===== src/id_readout_pkg.sv =====
// Shared constants and types for the identity readout block
package id_readout_pkg;

    // Identifier geometry
    localparam int FUSE_W = 64;
    localparam int ID_W = 57;
    localparam int ID_MSB = 63;
    localparam int ID_LSB = 7;
    localparam int ID_TOP = 56;

    // Fixed identifier; value is arbitrary
    localparam logic [63:0] FUSE_VALUE = 64'h0123_4567_89AB_CDEF;

    // Values after reset, and the pad above the captured identity
    localparam logic [56:0] ID_SR_RESET = 57'h000_0000_0000_0000;
    localparam logic [63:0] JTAG_SR_RESET = 64'h0000_0000_0000_0000;
    localparam logic [6:0] JTAG_PAD = 7'h00;

    // Tap stream buffer shape
    localparam int BUF_W = 2;
    localparam int BUF_DEPTH = 2;

    // User port controls, same clock as the block
    typedef struct packed {
        logic load;
        logic shift;
        logic din;
    } port_ctrl_type;

    // Test access signals arriving from pins
    typedef struct packed {
        logic tck;
        logic tdi;
        logic capture_dr;
        logic shift_dr;
        logic ir_identity;
        logic ir_full;
        logic isc_enabled;
    } jtag_pins_type;

    // One entry of the tap stream
    typedef struct packed {
        logic from_load;
        logic bit_value;
    } tap_bit_type;

    // Selected data register on the test path
    typedef enum logic [2:0] {
        MODE_IDLE = 3'b001,
        MODE_IDENT = 3'b010,
        MODE_FULL = 3'b100
    } jtag_mode_type;

endpackage


===== src/id_readout.sv =====
// Identity readout: user shift port, tap stream buffer, test path register
// Behaviour
// RL1: The identity value is bits 63 down to 7 of the 64-bit identifier.
// RL2: The identifier is a fixed constant that no logic can alter.
// RL3: A load on a clock edge fills the shift register and shows bit 56.
// RL4: Load and shift together perform the load and ignore the shift.
// RL5: Shift without load moves one place out and takes din into bit 0.
// RL6: With neither control high the register and dout hold still.
// RL7: User logic sees the identity only through this readout port.
// RL8: User logic may change din between shifts; each shift takes its current value into bit 0.
// RL9: User logic may feed dout back to din for a circular shift.
// RL10: The test controller enters in-system configuration before reading.
// RL11: The identity read shows bit 56 on tdo on entering Shift-DR.
// RL12: In Shift-DR the remaining bits leave one per tck, then tdi data.
// RL13: The full read sends all 64 identifier bits, bit 0 first.
// RL14: Controls are sampled only on rising clock edges.
`timescale 1ns/1ps

// Two-entry style buffer; depth and width shape the storage
module bit_buffer #(
    parameter int WIDTH = 2,
    parameter int DEPTH = 2
) (
    input wire logic clock, // System clock
    input wire logic resetn, // Asynchronous reset, active low
    input wire logic in_valid, // Producer offers a word
    output logic in_ready, // Buffer has room
    input wire logic [WIDTH-1:0] in_data, // Offered word
    output logic out_valid, // Buffer holds a word
    input wire logic out_ready, // Consumer takes the word
    output logic [WIDTH-1:0] out_data // Oldest word
);
    localparam int AW = (DEPTH > 1) ? $clog2(DEPTH) : 1;
    localparam int CW = $clog2(DEPTH + 1);

    logic [WIDTH-1:0] mem_reg [DEPTH];
    logic [AW-1:0] wr_reg;
    logic [AW-1:0] rd_reg;
    logic [CW-1:0] count_reg;
    logic [CW-1:0] count_next;
    wire push = in_valid & in_ready;
    wire pop = out_valid & out_ready;

    function automatic logic [AW-1:0] bump(input logic [AW-1:0] p);
        bump = (p == AW'(DEPTH - 1)) ? '0 : p + 1'b1;
    endfunction

    // Honest flags straight from the occupancy count
    assign in_ready = count_reg != CW'(DEPTH);
    assign out_valid = count_reg != '0;
    assign out_data = mem_reg[rd_reg];
    assign count_next = count_reg + CW'(push) - CW'(pop);

    // Pointers and count
    always_ff @(posedge clock or negedge resetn) begin
        if (!resetn) begin
            wr_reg <= '0;
            rd_reg <= '0;
            count_reg <= '0;
        end else begin
            if (push) wr_reg <= bump(wr_reg);
            if (pop) rd_reg <= bump(rd_reg);
            count_reg <= count_next;
        end
    end

    // Storage needs no reset; out_valid guards stale entries
    always_ff @(posedge clock) begin
        if (push) mem_reg[wr_reg] <= in_data;
    end
endmodule

module id_readout (
    input wire logic clock, // 100 MHz system clock
    input wire logic resetn, // Asynchronous reset, active low
    input wire id_readout_pkg::port_ctrl_type port_ctrl, // Load, shift, din
    output logic dout, // Serial identity output
    output logic step_ready, // Tap stream can take another step
    output logic tap_valid, // Tap stream word present
    input wire logic tap_ready, // Tap stream consumer ready
    output id_readout_pkg::tap_bit_type tap_data, // Tap stream word
    input wire id_readout_pkg::jtag_pins_type jtag_pins, // Test pins
    output logic tdo, // Test data out
    output logic tdo_oe // High while tdo is driven
);
    // Identity comes only from the fixed constant
    wire [56:0] id_value =
        id_readout_pkg::FUSE_VALUE[id_readout_pkg::ID_MSB:
                                   id_readout_pkg::ID_LSB]; // see RL1 RL2

    logic [56:0] sr_reg;
    logic [56:0] sr_next;
    id_readout_pkg::tap_bit_type push_word;

    // Load wins over shift; no request means hold
    wire do_load = port_ctrl.load; // see RL4
    wire do_shift = port_ctrl.shift & ~port_ctrl.load;
    assign sr_next = do_load ? id_value : // see RL3
                     do_shift ? {sr_reg[55:0], port_ctrl.din} : // see RL5
                     sr_reg; // see RL6
    assign dout = sr_reg[id_readout_pkg::ID_TOP]; // see RL7

    // Port register, steps only on rising edges
    always_ff @(posedge clock or negedge resetn) begin
        if (!resetn) sr_reg <= id_readout_pkg::ID_SR_RESET;
        else sr_reg <= sr_next; // see RL14
    end

    // Every step also reports the new dout; a full buffer drops the
    // report, so callers keep steps back while step_ready is low
    assign push_word.from_load = do_load;
    assign push_word.bit_value = sr_next[id_readout_pkg::ID_TOP];

    bit_buffer #(
        .WIDTH(id_readout_pkg::BUF_W),
        .DEPTH(id_readout_pkg::BUF_DEPTH)
    ) tap_buffer (
        .clock(clock),
        .resetn(resetn),
        .in_valid(do_load | do_shift),
        .in_ready(step_ready),
        .in_data(push_word),
        .out_valid(tap_valid),
        .out_ready(tap_ready),
        .out_data(tap_data)
    );

    // Test pins are asynchronous: two flops before anything reads them
    id_readout_pkg::jtag_pins_type sync1_reg;
    id_readout_pkg::jtag_pins_type sync2_reg;
    logic tck_prev_reg;
    id_readout_pkg::jtag_mode_type mode_reg;
    id_readout_pkg::jtag_mode_type mode_next;
    logic [63:0] jsr_reg;
    logic [63:0] jsr_next;

    always_ff @(posedge clock or negedge resetn) begin
        if (!resetn) begin
            sync1_reg <= '0;
            sync2_reg <= '0;
            tck_prev_reg <= 1'b0;
        end else begin
            sync1_reg <= jtag_pins;
            sync2_reg <= sync1_reg;
            tck_prev_reg <= sync2_reg.tck;
        end
    end

    // Edge and state decode on the resynchronised copy only
    wire tck_rise = sync2_reg.tck & ~tck_prev_reg;
    wire capture = tck_rise & sync2_reg.capture_dr;
    wire shifting = tck_rise & sync2_reg.shift_dr;
    wire sel_ident = sync2_reg.isc_enabled & sync2_reg.ir_identity; // see RL10
    wire sel_full = sync2_reg.isc_enabled & sync2_reg.ir_full &
                    ~sync2_reg.ir_identity;

    // Mode chosen at capture; without configuration entry nothing drives
    always_comb begin
        mode_next = mode_reg;
        if (capture) begin
            case (1'b1)
                sel_ident: mode_next = id_readout_pkg::MODE_IDENT;
                sel_full: mode_next = id_readout_pkg::MODE_FULL;
                default: mode_next = id_readout_pkg::MODE_IDLE;
            endcase
        end
    end

    // Identity shifts left to bit 56, full identifier right to bit 0
    always_comb begin
        jsr_next = jsr_reg;
        case (mode_next)
            id_readout_pkg::MODE_IDENT: begin
                if (capture) begin
                    jsr_next = {id_readout_pkg::JTAG_PAD, id_value}; // see RL11
                end else if (shifting) begin
                    jsr_next = {jsr_reg[62:0], sync2_reg.tdi}; // see RL12
                end
            end
            id_readout_pkg::MODE_FULL: begin
                if (capture) begin
                    jsr_next = id_readout_pkg::FUSE_VALUE; // see RL13
                end else if (shifting) begin
                    jsr_next = {sync2_reg.tdi, jsr_reg[63:1]}; // see RL13
                end
            end
            default: jsr_next = jsr_reg;
        endcase
    end

    always_ff @(posedge clock or negedge resetn) begin
        if (!resetn) begin
            mode_reg <= id_readout_pkg::MODE_IDLE;
            jsr_reg <= id_readout_pkg::JTAG_SR_RESET;
        end else begin
            mode_reg <= mode_next;
            jsr_reg <= jsr_next;
        end
    end

    // Output bit follows the selected register end
    assign tdo = (mode_reg == id_readout_pkg::MODE_IDENT) ? jsr_reg[56] :
                 (mode_reg == id_readout_pkg::MODE_FULL) ? jsr_reg[0] : 1'b0;
    assign tdo_oe = sync2_reg.shift_dr &
                    (mode_reg != id_readout_pkg::MODE_IDLE);

    property p_load_value;
        @(posedge clock) disable iff (!resetn)
        port_ctrl.load |=> sr_reg == id_readout_pkg::FUSE_VALUE[63:7];
    endproperty
    a_load_value: assert property (p_load_value) // see RL1
        else $error("load did not take identifier bits 63 to 7");

    property p_load_dout;
        @(posedge clock) disable iff (!resetn)
        port_ctrl.load |=> dout == id_readout_pkg::FUSE_VALUE[63];
    endproperty
    a_load_dout: assert property (p_load_dout) // see RL3
        else $error("dout not identity bit 56 after load");

    property p_load_over_shift;
        @(posedge clock) disable iff (!resetn)
        port_ctrl.load && port_ctrl.shift |=> sr_reg == id_value;
    endproperty
    a_load_over_shift: assert property (p_load_over_shift) // see RL4
        else $error("shift was not ignored during load");

    property p_shift_step;
        @(posedge clock) disable iff (!resetn)
        port_ctrl.shift && !port_ctrl.load |=>
            sr_reg == {$past(sr_reg[55:0]), $past(port_ctrl.din)};
    endproperty
    a_shift_step: assert property (p_shift_step) // see RL5
        else $error("shift did not move one place");

    property p_hold;
        @(posedge clock) disable iff (!resetn)
        !port_ctrl.load && !port_ctrl.shift |=> $stable(sr_reg);
    endproperty
    a_hold: assert property (p_hold) // see RL6
        else $error("register changed without a request");

    property p_dout_cause;
        @(posedge clock) disable iff (!resetn)
        $changed(dout) |-> $past(port_ctrl.load | port_ctrl.shift);
    endproperty
    a_dout_cause: assert property (p_dout_cause) // see RL14
        else $error("dout changed without a step");

    property p_ident_first;
        @(posedge clock) disable iff (!resetn)
        capture && sel_ident |=> tdo == id_readout_pkg::FUSE_VALUE[63];
    endproperty
    a_ident_first: assert property (p_ident_first) // see RL11
        else $error("identity read did not start with bit 56");

    property p_ident_shift;
        @(posedge clock) disable iff (!resetn)
        shifting && !capture && mode_reg == id_readout_pkg::MODE_IDENT
            |=> tdo == $past(jsr_reg[55]);
    endproperty
    a_ident_shift: assert property (p_ident_shift) // see RL12
        else $error("identity shift did not advance one bit");

    property p_full_first;
        @(posedge clock) disable iff (!resetn)
        capture && sel_full ##1 (!tck_rise)[*2]
            |-> tdo == id_readout_pkg::FUSE_VALUE[0];
    endproperty
    a_full_first: assert property (p_full_first) // see RL13
        else $error("full read did not start with bit 0");
endmodule


===== config.mk =====
export PLATFORM = sky130hd
export DESIGN_NAME = id_readout
export DESIGN_NICKNAME = d
export VERILOG_FILES = /design/src/id_readout_pkg.sv /design/src/id_readout.sv
export SDC_FILE = /design/constraint.sdc
export NUM_CORES = 1
export LEC_CHECK = 0
export BUFFER_PORTS_ARGS = -buffer_cell sky130_fd_sc_hd__buf_2
export CAP_MARGIN = 20
export CORE_MARGIN = 4
export CORE_UTILIZATION = 35
export CTS_CLUSTER_SIZE = 24
export DETAILED_ROUTE_END_ITERATION = 10
export PLACE_DENSITY_LB_ADDON = 0.3
export SYNTH_ARGS = -nofsm -noshare
export SYNTH_HDL_FRONTEND = slang
export SYNTH_SLANG_ARGS = --single-unit

===== constraint.sdc =====
create_clock -name clock -period 3.2 [get_ports clock]
set_input_delay 0 -clock clock [delete_from_list [all_inputs] [get_ports clock]]
set_output_delay 0 -clock clock [all_outputs]
set_load 0.01 [all_outputs]

# Yosys cells after proc, flatten, opt, wreduce, memory -nomap -nowiden
# Memory sizes are Yosys's and may differ from the RTL's.
# Index checks and enable logic that the tools add are counted.
totals:
  memories: 1
  out_inout_bits: 7
  mem_bits_rw: 4
  in_bits: 13
  ff_bits: 143
  wordCells: 69
memory_table:
  columns: ["memory", "depth", "word_bits", "read_ports", "rd_clocked_by_memory_dff", "wr", "line_no", "text"]
  rows:
  - ["tap_buffer.mem_reg", 2, 2, 1, 0, 1, "id_readout.sv:36", "logic [WIDTH-1:0] mem_reg [DEPTH];"]
op_classes:
  bitwise: 14
  reduce_logical: 4
  muxes: 16
  n_addsub: 4
  n_eq_ne: 8
ops:
  columns: ["operator", "n"]
  rows:
  - ["$mux W64", 4]
  - ["$pmux W64 S2", 1]
  - ["$mux W57", 2]
  - ["$and A1 B1 Y1", 10]
  - ["$mux W3", 3]
  - ["$eq A3 B2 Y1 const B", 2]
  - ["$eq A3 B3 Y1 const B", 2]
  - ["$mux W1", 6]
  - ["$ne A3 B3 Y1 const B", 2]
  - ["$reduce_bool A2 Y1", 3]
  - ["$ne A3 B1 Y1 const B", 1]
  - ["$not A1 Y1", 3]
  - ["$reduce_and A3 Y1", 1]
  - ["$add A1 B1 Y1 const B", 2]
  - ["$add A2 B1 Y2", 1]
  - ["$ne A2 B2 Y1 const B", 1]
  - ["$sub A2 B1 Y2", 1]
  - ["$or A1 B1 Y1", 1]

# Logic depth before layout (Yosys ltp)
# Gate-level depths: netlist (run 1).
depth:
  ltp_word: 8
  mapped_depth: 7
  ltp_nobuf: 7

# By module
# From an unflattened synthesis (run 1), not the netlist that was laid out.
hier_totals:
  hier_cells: 499
  area_unflattened_um2: 6368.6
modules_own_cells:
  columns: ["mod", "cells_per_inst", "seq_area_each_um2", "instances", "area_each_um2"]
  rows:
  - ["id_readout", 476, 3479.6, 1, 6027.0]
  - ["bit_buffer", 23, 220.2, 1, 341.6]

# Worst setup path after synthesis (run 1)
# No wires, ideal clock.
synth_timing:
  kind: "register to register"
  startpoint: "reg sync2_reg[6] (netlist name)"
  endpoint: "reg jsr_reg[11]"
  synth_period_minus_slack_ps: 2018
  t_arrival_ps: 1891
  path_stages_with_launch: 8
  setup_ps: 127
  slack_ps: 1182
  required_time_ps: 3073
  path_buffers: 3
  cell_sequence: "dfrtp_1 -> and3b_1 -> buf_2 -> or4_1 -> buf_4 -> o21ai_4 -> buf_6 -> mux2_1"
synth_via:
  elab_chain_len: 6
  elab_cells_between_ends: 13
  classes_between: "eq/ne (4); mux (4); bitwise (3); reduce/logical (2)"
synth_lines:
  columns: ["element", "line_no", "text"]
  rows:
  - ["start, declared", "id_readout.sv:130", "id_readout_pkg::jtag_pins_type sync2_reg;"]
  - ["start signal, assigned", "id_readout.sv:144", "sync2_reg <= sync1_reg;"]
  - ["$and A1 B1 Y1 *", "id_readout.sv:150", "wire tck_rise = sync2_reg.tck & ~tck_prev_reg;"]
  - ["$and A1 B1 Y1", "id_readout.sv:151", "wire capture = tck_rise & sync2_reg.capture_dr;"]
  - ["$mux W3", "id_readout.sv:160", "if (capture) begin"]
  - ["$eq A3 B2 Y1 / $eq A3 B3 Y1 (equally long branches)", "id_readout.sv:172", "case (mode_next)"]
  - ["$ne A3 B3 Y1 (no line) / $reduce_bool A2 Y1 (equally long branches)", null, null]
  - ["$reduce_and A3 Y1 (no line)", null, null]
  - ["end signal, assigned", "id_readout.sv:194", "jsr_reg <= id_readout_pkg::JTAG_SR_RESET;"]
  - ["end signal, assigned", "id_readout.sv:197", "jsr_reg <= jsr_next;"]
  - ["end, declared", "id_readout.sv:134", "logic [63:0] jsr_reg;"]
# Every way passes the cells marked *; elsewhere a longest branch is shown, timed or not.
# A chain may end at the register's enable or synchronous reset.

# Worst setup path in the final report (run 1)
layout_timing:
  startpoint: "reg sync2_reg[6] (netlist name)"
  endpoint: "reg jsr_reg[56]"
# Same word-level chain as after synthesis.

==> impl_metrics.csv, run 1 <==
group,metric,value,unit
status,status,"complete, no violations",
drt,route.vias.total,3842,
worst_setup_path,crit_path_cell_trace,"and3b_1 -> or4_1 -> o21ai_4 -> buf_4 -> mux2_2",
die,die_area,20400,um^2
worst_setup_path,required,3.50,ns
die,floorplan.initialDensity,35.6,%
clocking,clkTransAtPathRegs,0.06,ns
drt,wire_per_inst,15.3,um
placed_design,globalplace.congestion,0.764,
global_routing,grt_max_degree,90,
timing,grt_setup_unrepaired,"no",
timing,finalHoldViolations,0,
finish,drive_above_1_share,13.2,%
synth,synthAdderAreaFrac,0.393,%
timing,fin_crit_sh,79.3,%
clocking,root_buffer,"clkbuf_16",
synth,synth_cell_types,34,
clocking,clk_latency,0.42,ns
worst_setup_path,worst-path-max-fanout,22,
clocking,cts_tree,"done",
timing,period_minus_slack,2.54,ns
worst_setup_path,critPathLaunch,"sync2_reg[6]",
finish,syn2layout_area_growth,15.2,%
clocking,cts_resized,0,
synth,syn_area_per_cell,12.8,um^2
synth,yosys_warnings,0,
global_routing,grt_use_total,12.5,%
worst_setup_path,crit_arrival,2.84,ns
flow_run,maxCapViolations,0,
drt,viasPerCell,5.06,
die,rows,49,
worst_hold_path,hp-start,"port_ctrl[2]",
synth,synth_compound_area_share,11.7,%
drt,final_antenna_net_count,0,
worst_setup_path,timing.rr.start,"sync2_reg[6]",
clocking,clockBufferDepth,2,
synth,synth-seq-cells,147,
global_routing,grt_pass1_vias,4002,
synth,seq_area_frac_synth,58.1,%
synth,synth_cells,499,
finish,nNetsFinal,535,
timing,whs,0.0226,ns
power,p_per_area,690,nW/um^2
worst_setup_path,critPathKind,"reg2reg",
worst_setup_path,slowest_delay,0.66,ns
synth,synth_xor_area_share,0.688,%
placed_design,hpwlAfterDp,6800,um
clocking,htree_levels,4,
die,top_level_ports,20,
finish,largest_reg_flops,64,
worst_setup_path,crit_slowest_cell,"or4_1",
worst_hold_path,hold_path_class,"in2reg",
power,max-vdd-ir-drop,0.450,mV
drt,drtIter0Drc,209,
global_routing,grt_first_pass_wirelength,20100,um
timing,tightestPinTransition,0.817,ns
timing,setup_viol,0,
clocking,cts_buffers,17,
worst_setup_path,worstSetupEndpointType,"flop",
power,leakage,0.00353,uW
timing,fmax,0.394,GHz
drt,totalWireLength,11600,um
synth,syn-cell-area,6370,um^2
placed_design,portBuffers,19,
drt,firstDrtPassIters,7,
worst_setup_path,cp-start-kind,"flop",
synth,muxShareOfSynthArea,17.7,%
drt,drc,0,
timing,slew_violations,0,
timing,tns,0,ns
die,die_x,143,um
clocking,cts_sinks,147,
timing,clock_skew,0.00774,ns
synth,synth_top_family_by_area,"multiplexers",
global_routing,grt-ovfl-total,0,
synth,syn_nets,514,
finish,diodes,0,
die,dieHeight,143,um
die,core_area,17900,um^2
timing,maxSlewHeadroom,45.5,%
synth,synth-simple-area-share,8.45,%
global_routing,antenna_found_initial,0,
==> cell usage in the layout (no fill, tap or decap), drive strengths merged <==
| cell | instances |
|---|---|
| dfrtp | 142 |
| dlygate4sd3 | 10 |
| edfxtp | 4 |
| and3b | 2 |
| nand3b | 4 |
| nor3b | 1 |
| nor2 | 46 |
| buf | 29 |
| dfstp | 1 |
| xnor2 | 3 |
| mux2 | 29 |
| nand3 | 1 |
| a21oi | 1 |
| clkinv | 4 |
| a211o | 26 |
| a2bb2oi | 32 |
| and2 | 2 |
| clkbuf | 21 |
| a21boi | 1 |
| nor2b | 27 |
| mux2i | 80 |
| clkinvlp | 4 |
| o21a | 1 |
| or2 | 1 |
| o21ai | 2 |
| xor2 | 2 |
| nor4 | 1 |
| inv | 2 |
| or4 | 1 |
| ha | 2 |
| o2bb2ai | 22 |
| bufinv | 1 |
| nand2 | 26 |
==> power by group <==
group	total [uW]	internal (uW)	switching (uW)
logic	812	445	366
clock network	1830	1100	733
registers	2420	2190	230
total	5060	3730	1330
==> final timing paths <==
path                       cells after the start  slack, ns                 to
hold reg to reg                                0       0.35       sync2_reg[5]
max in group asynchronous                      3       2.20         sr_reg[15]
hold / removal                                 3       0.02  tap_buffer.wr_reg
setup reg to reg                               5       0.66        jsr_reg[56]
min in group asynchronous                      2       0.22        jsr_reg[14]
setup / recovery                               5       0.66        jsr_reg[56]
==> through the flow <==
stage,utilization [%],total power [uW],instances,setup slack (ns),area (um^2)
after floorplan,-,3010,499,1.18,6370
after global placement,37.3,3200,720,0.728,6690
after detailed placement,37.3,3260,720,0.653,6690
after CTS,41.0,5140,760,0.641,7330
after global routing,41.0,5360,760,0.547,7330
final,41.0,5060,760,0.662,7330
==> final cells by class <==
| type | count | area [um^2] |
|---|---|---|
| clock inverter | 9 | 83.8 |
| clock buffer | 21 | 462 |
| sequential | 147 | 3700 |
| fill | 1709 | 10600 |
| tap | 229 | 287 |
| timing repair buffer | 39 | 304 |
| inverter | 2 | 7.51 |
| multi-input combinational | 313 | 2490 |
==> layer usage <==
layer	track usage, %	routed length [um]	vias to the layer above	share of wire [%]
met5	0	0	-	0
met4	4.25	166	0	1.4
met3	4.79	406	16	3.5
met2	19.0	5480	43	47
met1	16.3	5550	1959	48
li1	-	-	1824	-
==> Yosys cell counts <==
master / count / area share (%)
a2bb2oi_1: 32 / 4.4
dfrtp_1: 142 / 56
and3b_1: 2 / 0.28
and2_1: 2 / 0.20
buf_2: 9 / 0.71
nand3b_1: 4 / 0.47
a211o_1: 26 / 3.6
mux2i_1: 80 / 13
buf_1: 5 / 0.29
a21oi_1: 1 / 0.079
a21boi_0: 1 / 0.12
nor4_2: 1 / 0.20
buf_4: 3 / 0.35
xor2_1: 2 / 0.28
nor2_1: 46 / 2.7
o21ai_0: 1 / 0.079
nor3b_1: 1 / 0.12
o21a_1: 1 / 0.12
mux2_1: 20 / 3.5
mux2_2: 9 / 1.6
buf_6: 3 / 0.53
o2bb2ai_1: 22 / 3.0
dfstp_2: 1 / 0.41
edfxtp_1: 4 / 1.9
nand2_1: 26 / 1.5
o21ai_4: 1 / 0.26
nor2b_1: 27 / 2.7
ha_1: 2 / 0.39
nand3_1: 1 / 0.079
inv_1: 2 / 0.12
or4_1: 1 / 0.12
clkbuf_1: 17 / 1.0
or2_2: 1 / 0.098
xnor2_1: 3 / 0.41
==> cell families (layout without fill, tap and decap cells) <==
family,Yosys count,after routing
AOI/OAI and AO/OA,85,85
and+or+nand+nor,112,112
buffers and inverters,39,71
adders and majority gates,2,2
xor gates and xnor gates,5,5
muxes,109,109
DFF,147,147
==> critical path, delay by kind of cell (launching register included) <==
family / cells / cell delay, ns
simple gates: 2 / 1.05
flops: 1 / 0.40
mux: 1 / 0.35
compound gates: 1 / 0.30
buf+inv: 1 / 0.32
==> timing repair <==
item / in CTS / in global routing
buffers inserted: 0 / 0
hold endpoints to repair: 96 / 0
hold buffers: 10 / 0
Note: power is estimated with default switching activity, not from simulation.
==> inputs of run 2 (changes only) <==
clock period = 2.5 ns   (was 3.2 ns; I/O delays follow)
==> run 2 against run 1 <==
  * Sequential power rose by 28%
  * Core utilization rose by 0.46 points
  * Non-clock buffer count rose by 6
  * Die area did not move
  * Wire length fell by 1.6%
  * First-iteration DRC count rose by 19%
  * Total power rose by 29%
  * Global-route usage fell by 0.51 points
  * Clock-buffer cell count did not move
  * Worst hold slack improved by 0.0067 ns
  * Via count rose by 0.99%
  * Highest routed layer unchanged
==> impl_metrics.csv, run 2 (synthesis results as in run 1) <==
group,metric,value,unit
worst_setup_path,rrSetupSlack,0.40,ns
worst_setup_path,required,2.79,ns
worst_setup_path,crit_slowest_cell,"or4_1",
timing,grt_setup_unrepaired,"no",
die,top_level_ports,20,
die,rows,49,
die,floorplan.initialDensity,35.6,%
global_routing,grt_first_pass_wirelength,19500,um
worst_setup_path,cp-start-kind,"flop",
power,leakage,0.00356,uW
timing,finalHoldViolations,0,
worst_setup_path,critical_path.top_delay_family,"simple AND/OR/NAND/NOR gates",
clocking,clkTransAtPathRegs,0.06,ns
drt,firstDrtPassIters,4,
timing,fmax,0.477,GHz
timing,maxSlewHeadroom,54.9,%
finish,final_cell_mix,"142 x dfrtp_1, 79 x mux2i_1, 46 x nor2_1",
clocking,cts_sinks,147,
power,total_power,6550,uW
placed_design,hpwlAfterDp,6940,um
finish,diodes,0,
worst_setup_path,critPathKind,"reg2reg",
placed_design,postPlaceCellArea,6740,um^2
worst_setup_path,r2r_end,"jsr_reg[12]",
drt,viasPerCell,5.07,
global_routing,grt-ovfl-total,0,
worst_setup_path,crit_path_cell_trace,"and3b_1 -> or4_1 -> o21ai_4 -> buf_12 -> mux2_1",
drt,route.vias.total,3880,
worst_setup_path,slowest_delay,0.57,ns
timing,tightestPinTransition,0.677,ns
finish,largest_reg_flops,64,
finish,final_cell_area,7410,um^2
global_routing,grt_pass1_vias,3966,
drt,drtIter0Drc,249,
placed_design,portBuffers,19,
drt,totalWireLength,11400,um
timing,whs,0.0293,ns
placed_design,globalplace.congestion,0.747,
timing,setup_viol,0,
clocking,clockBufferDepth,2,
status,status,"complete, no violations",
timing,tns,0,ns
worst_setup_path,worst-path-max-fanout,32,
clocking,htree_levels,4,
power,p_per_area,884,nW/um^2
finish,drive_above_1_share,14.2,%
global_routing,antenna_found_initial,0,
die,core_area,17900,um^2
worst_setup_path,crit_arrival,2.39,ns
drt,final_antenna_net_count,0,
drt,wire_per_inst,14.9,um
worst_hold_path,hold_depth,2,
flow_run,maxCapViolations,0,
worst_hold_path,hp-start,"port_ctrl[1]",
finish,fillers,1667,
timing,period_minus_slack,2.10,ns
finish,nNetsFinal,541,
die,die_area,20400,um^2
clocking,clk_latency,0.41,ns
worst_hold_path,hold_path_class,"in2reg",
global_routing,grt_max_degree,75,
worst_setup_path,worstSetupEndpointType,"flop",
worst_setup_path,path_buf_inv,1,
clocking,root_buffer,"clkbuf_16",
worst_setup_path,critical_path_depth,5,
clocking,cts_resized,0,
global_routing,grt_use_total,12.0,%
power,max-vdd-ir-drop,0.559,mV
drt,drc,0,
worst_setup_path,timing.rr.start,"sync2_reg[6]",
die,die_x,143,um
timing,fin_crit_sh,83.8,%
finish,final_common_cell,"dfrtp_1",
die,dieHeight,143,um
finish,syn2layout_area_growth,16.4,%
worst_hold_path,min_to,"sr_reg[27]",
clocking,cts_buffers,17,
timing,clock_skew,0.00970,ns
worst_setup_path,r2r_cells,5,
clocking,cts_tree,"done",
timing,slew_violations,0,
## run 2: cell count changes in the layout (fill, tap and decap cells not counted)
cell           previous run  this run
clkinvlp_4                4         5
clkbuf_16                18        17
clkbuf_8                  0         2
bufinv_16                 1         2
clkinv_4                  1         0
clkbuf_1                  3         2
dlygate4sd3_1            10        11
buf_12                    2         3
buf_4                     9        13
clkinv_2                  3         2
## run 2: layout make-up
type                    instances  area, um^2  share of cell area, %
well taps                     229         287                   3.86
clock buffers                  21         460                   6.21
multi-input cells             313        2490                   33.6
flip-flops and latches        147        3700                   49.9
inverters                       2        7.51                  0.101
clock inverters                 9         108                   1.45
repair buffers                 45         364                   4.91
## run 2: report_power, final
group | internal, uW | switching (uW)
registers | 2800 | 292
logic | 575 | 459
clock network | 1500 | 924
total | 4880 | 1680
## run 2: worst max path at each step
stage,end,start,slack [ns]
2_1_floorplan,jsr_reg[11],sync2_reg[6],0.48
3_3_place_gp,jsr_reg[53],sync2_reg[6],0.44
3_5_place_dp,jsr_reg[23],sync2_reg[6],0.41
4_1_cts,jsr_reg[12],sync2_reg[6],0.39
5_1_grt,jsr_reg[56],sync2_reg[6],0.29
6_report,jsr_reg[12],sync2_reg[6],0.40
## run 2: timing repair
item / 4_1_cts / 5_1_grt
endpoints found under the hold margin: 88 / 0
hold buffers: 11 / 0
setup endpoints to repair: 0 / 0
buffers inserted: 0 / 0
## run 2: metal layers
layer	vias to the layer above	share of wire [%]	track usage [%]
met5	-	0	0
met4	0	1.7	4.85
met3	17	3.0	3.15
met2	47	48	19.2
met1	1975	47	15.5
li1	1841	-	-
## run 2: metrics by stage
| step | setup WS (ns) | util (%) | instances |
|---|---|---|---|
| 3_5_place_dp | 0.412 | 37.6 | 725 |
| 3_3_place_gp | 0.440 | 37.6 | 725 |
| 2_1_floorplan | 0.482 | - | 499 |
| 4_1_cts | 0.388 | 41.4 | 766 |
| 6_report | 0.404 | 41.4 | 766 |
| 5_1_grt | 0.294 | 41.4 | 766 |
==> inputs of run 3 (changes only) <==
ABC_AREA = 1   (was unset)
clock period = 1.8 ns   (was 2.5 ns; I/O delays follow)
==> run 3 against run 2 <==
  * The run now ends with hold timing left
  * Highest routed layer unchanged
  * Clock-buffer cell count fell by 2
  * Sequential share of layout area down 6.5 points
  * Final cell count is 64% higher
  * Maximum frequency increased by 26%
  * Via count grew 49%
  * Cell area rose by 15%
  * Critical path type unchanged
==> impl_metrics.csv, run 3 <==
group,metric,value,unit
drt,wire_per_inst,12.6,um
timing,slew_violations,0,
finish,nNetsFinal,992,
synth,synthFlopType,"dfrtp_1",
die,dieHeight,152,um
worst_setup_path,slowest_delay,0.40,ns
timing,period_minus_slack,1.66,ns
die,die_x,152,um
finish,final_common_cell,"nand2_1",
synth,syn_area_per_cell,7.56,um^2
synth,synth.most_common_cell,"nand2_1",
power,total_power,9370,uW
drt,drtIter0Drc,311,
timing,setup_viol,0,
worst_setup_path,critPathLaunch,"sync2_reg[6]",
synth,seq_area_frac_synth,51.1,%
power,p_per_area,1100,nW/um^2
drt,drc,0,
timing,tns,0,ns
worst_setup_path,required,2.12,ns
timing,fin_crit_sh,92.3,%
finish,fin_cells,1260,
clocking,htree_levels,4,
worst_setup_path,critical_path.top_delay_family,"simple AND/OR/NAND/NOR gates",
die,floorplan.initialDensity,35.7,%
finish,diodes,0,
global_routing,grt-ovfl-total,0,
worst_hold_path,hold_depth,4,
drt,totalWireLength,15900,um
timing,whs,-0.00259,ns
drt,route.vias.total,5791,
finish,drive_above_1_share,9.19,%
flow_run,maxCapViolations,0,
placed_design,globalplace.congestion,0.723,
global_routing,grt_pass1_vias,5551,
clocking,clkTransAtPathRegs,0.07,ns
global_routing,antenna_found_initial,0,
placed_design,portBuffers,19,
worst_hold_path,hold_path_class,"in2reg",
timing,maxSlewHeadroom,74.1,%
worst_setup_path,r2r_end,"jsr_reg[0]",
worst_setup_path,crit_top_cell,"nand2_1",
worst_setup_path,worst-path-max-fanout,16,
worst_setup_path,rrSetupSlack,0.14,ns
timing,fmax,0.602,GHz
timing,finalHoldViolations,1,
status,violations,"hold timing",
synth,synthDominantCellAreaShare,49.1,%
timing,clock_skew,0.00646,ns
synth,yosys_warnings,0,
clocking,clk_latency,0.43,ns
status,status,"complete, but fails checks",
synth,syn-cell-area,7240,um^2
finish,fillers,2075,
finish,largest_reg_flops,64,
global_routing,grt_use_total,13.6,%
timing,tightestPinTransition,0.384,ns
worst_setup_path,r2r_cells,11,
finish,syn2layout_area_growth,17.7,%
clocking,clockBufferDepth,2,
power,max-vdd-ir-drop,0.611,mV
worst_setup_path,crit_path_cell_trace,"inv_1 -> nor2_2 -> nand3_1 -> nand2_2 -> buf_4 -> nand3_4 -> clkbuf_16 -> nand2_1 -> nand2_1 -> nand2_1 -> nand2_1",
clocking,cts_tree,"done",
synth,synth_cell_types,25,
synth,synth_cells,958,
worst_setup_path,crit_arrival,1.98,ns
worst_hold_path,min_to,"sr_reg[56]",
placed_design,dp.cells,1211,
global_routing,grt_first_pass_wirelength,26600,um
die,rows,52,
synth,yosys.area.top_type,"dfrtp_1",
synth,async_flop_share,97.3,%
die,die_area,23100,um^2
synth,synthTopCellsByArea,"dfrtp_1 49%, nand2_1 23%, inv_1 8.5%, nand4_1 5.5%, a22oi_1 2.6%",
synth,syn_nets,973,
worst_setup_path,worstSetupEndpointType,"flop",
placed_design,hpwlAfterDp,8360,um
drt,viasPerCell,4.60,
drt,final_antenna_net_count,0,
worst_setup_path,critPathKind,"reg2reg",
worst_setup_path,timing.rr.start,"sync2_reg[6]",
synth,synth_common_cells,"439 x nand2_1, 164 x inv_1, 142 x dfrtp_1",
worst_hold_path,hp-start,"port_ctrl[1]",
global_routing,grt_max_degree,71,
synth,synth_enable_flop_cells,4,
die,core_area,20300,um^2
synth,synth-seq-cells,147,
clocking,cts_sinks,147,
finish,final_cell_mix,"436 x nand2_1, 164 x inv_1, 142 x dfrtp_1",
worst_setup_path,crit_slowest_cell,"dfrtp_1",
die,top_level_ports,20,
clocking,root_buffer,"clkbuf_16",
worst_setup_path,path_buf_inv,3,
clocking,cts_buffers,17,
drt,firstDrtPassIters,4,
power,leakage,0.00493,uW
worst_setup_path,cp-start-kind,"flop",
==> run 3: cell count changes in the layout (fill, tap and decap cells not counted), sizes merged, moves of 25 or more <==
cell	change
a211o	-26
a22oi	+25
a2bb2oi	-32
inv	+171
mux2	-29
mux2i	-80
nand2	+413
nand4	+64
nor2	-37
nor2b	-27
o22ai	+30
==> run 3: through the flow <==
| step | cell area, um^2 | worst slack [ns] | util, % | hold slack (ns) |
|---|---|---|---|---|
| floorplan | 7240 | 0.254 | - | -0.296 |
| global placement | 7730 | 0.133 | 38.1 | -0.0948 |
| detailed placement | 7730 | 0.110 | 38.1 | -0.0901 |
| CTS | 8390 | 0.0916 | 41.4 | 0.000678 |
| global route | 8530 | -0.00954 | 42.0 | 0.0375 |
| finish | 8530 | 0.138 | 42.0 | -0.00259 |
==> run 3: worst max path at each step <==
stage / end / slack (ns) / cells after the start
6_report: jsr_reg[0] / 0.14 / 11
5_1_grt: jsr_reg[3] / -0.01 / 11
4_1_cts: jsr_reg[53] / 0.09 / 9
3_5_place_dp: jsr_reg[51] / 0.11 / 9
3_3_place_gp: jsr_reg[45] / 0.13 / 11
2_1_floorplan: tap_buffer.count_reg[1] / 0.25 / 7
==> run 3: logic make-up (layout without fill, tap and decap cells) <==
family | after synthesis | count (layout) | synth area share, %
fa+ha+maj | 2 | 2 | 0.345
xor+xnor | 3 | 3 | 0.363
simple gates | 521 | 521 | 29.6
buf+inv | 223 | 255 | 12.7
compound gates | 62 | 62 | 5.91
flops | 147 | 147 | 51.1
==> run 3: repair_timing <==
action                                  CTS  global route
gates resized for setup                   0             3
setup buffers                             0             1
endpoints found under the setup margin    0            61
hold buffers                             11             0
hold endpoints to repair                153             0
==> run 3: worst register-to-register path, stage by stage (launching register included) <==
cell	delay, ns
dfrtp_1	0.40
inv_1	0.07
nor2_2	0.13
nand3_1	0.11
nand2_2	0.11
buf_4	0.15
nand3_4	0.13
clkbuf_16	0.23
nand2_1	0.08
nand2_1	0.05
nand2_1	0.05
nand2_1	0.04
==> run 3: where the power goes <==
part / switching, uW / leakage [uW] / total (uW) / internal (uW)
Sequential: 265 / 0.00184 / 4070 / 3800
Clock: 1530 / 0.000272 / 3380 / 1850
Combinational: 1180 / 0.00282 / 1930 / 746
==> run 3: area by class of cell <==
| cell class | instances | area, um^2 | share of cell area, % |
|---|---|---|---|
| Sequential cell | 147 | 3700 | 43.4 |
| Clock inverter | 13 | 111 | 1.31 |
| Clock buffer | 19 | 443 | 5.19 |
| Inverter | 164 | 616 | 7.22 |
| Tap cell | 270 | 338 | 3.96 |
| Multi-Input combinational cell | 588 | 2660 | 31.1 |
| Timing Repair Buffer | 59 | 664 | 7.79 |
==> run 3: metal layers <==
metal | track usage [%] | vias up | wire length (um)
met3 | 3.41 | 14 | 502
li1 | - | 2986 | -
met1 | 17.9 | 2724 | 7600
met2 | 22.1 | 67 | 7620
met5 | 0 | - | 0
met4 | 4.24 | 0 | 184
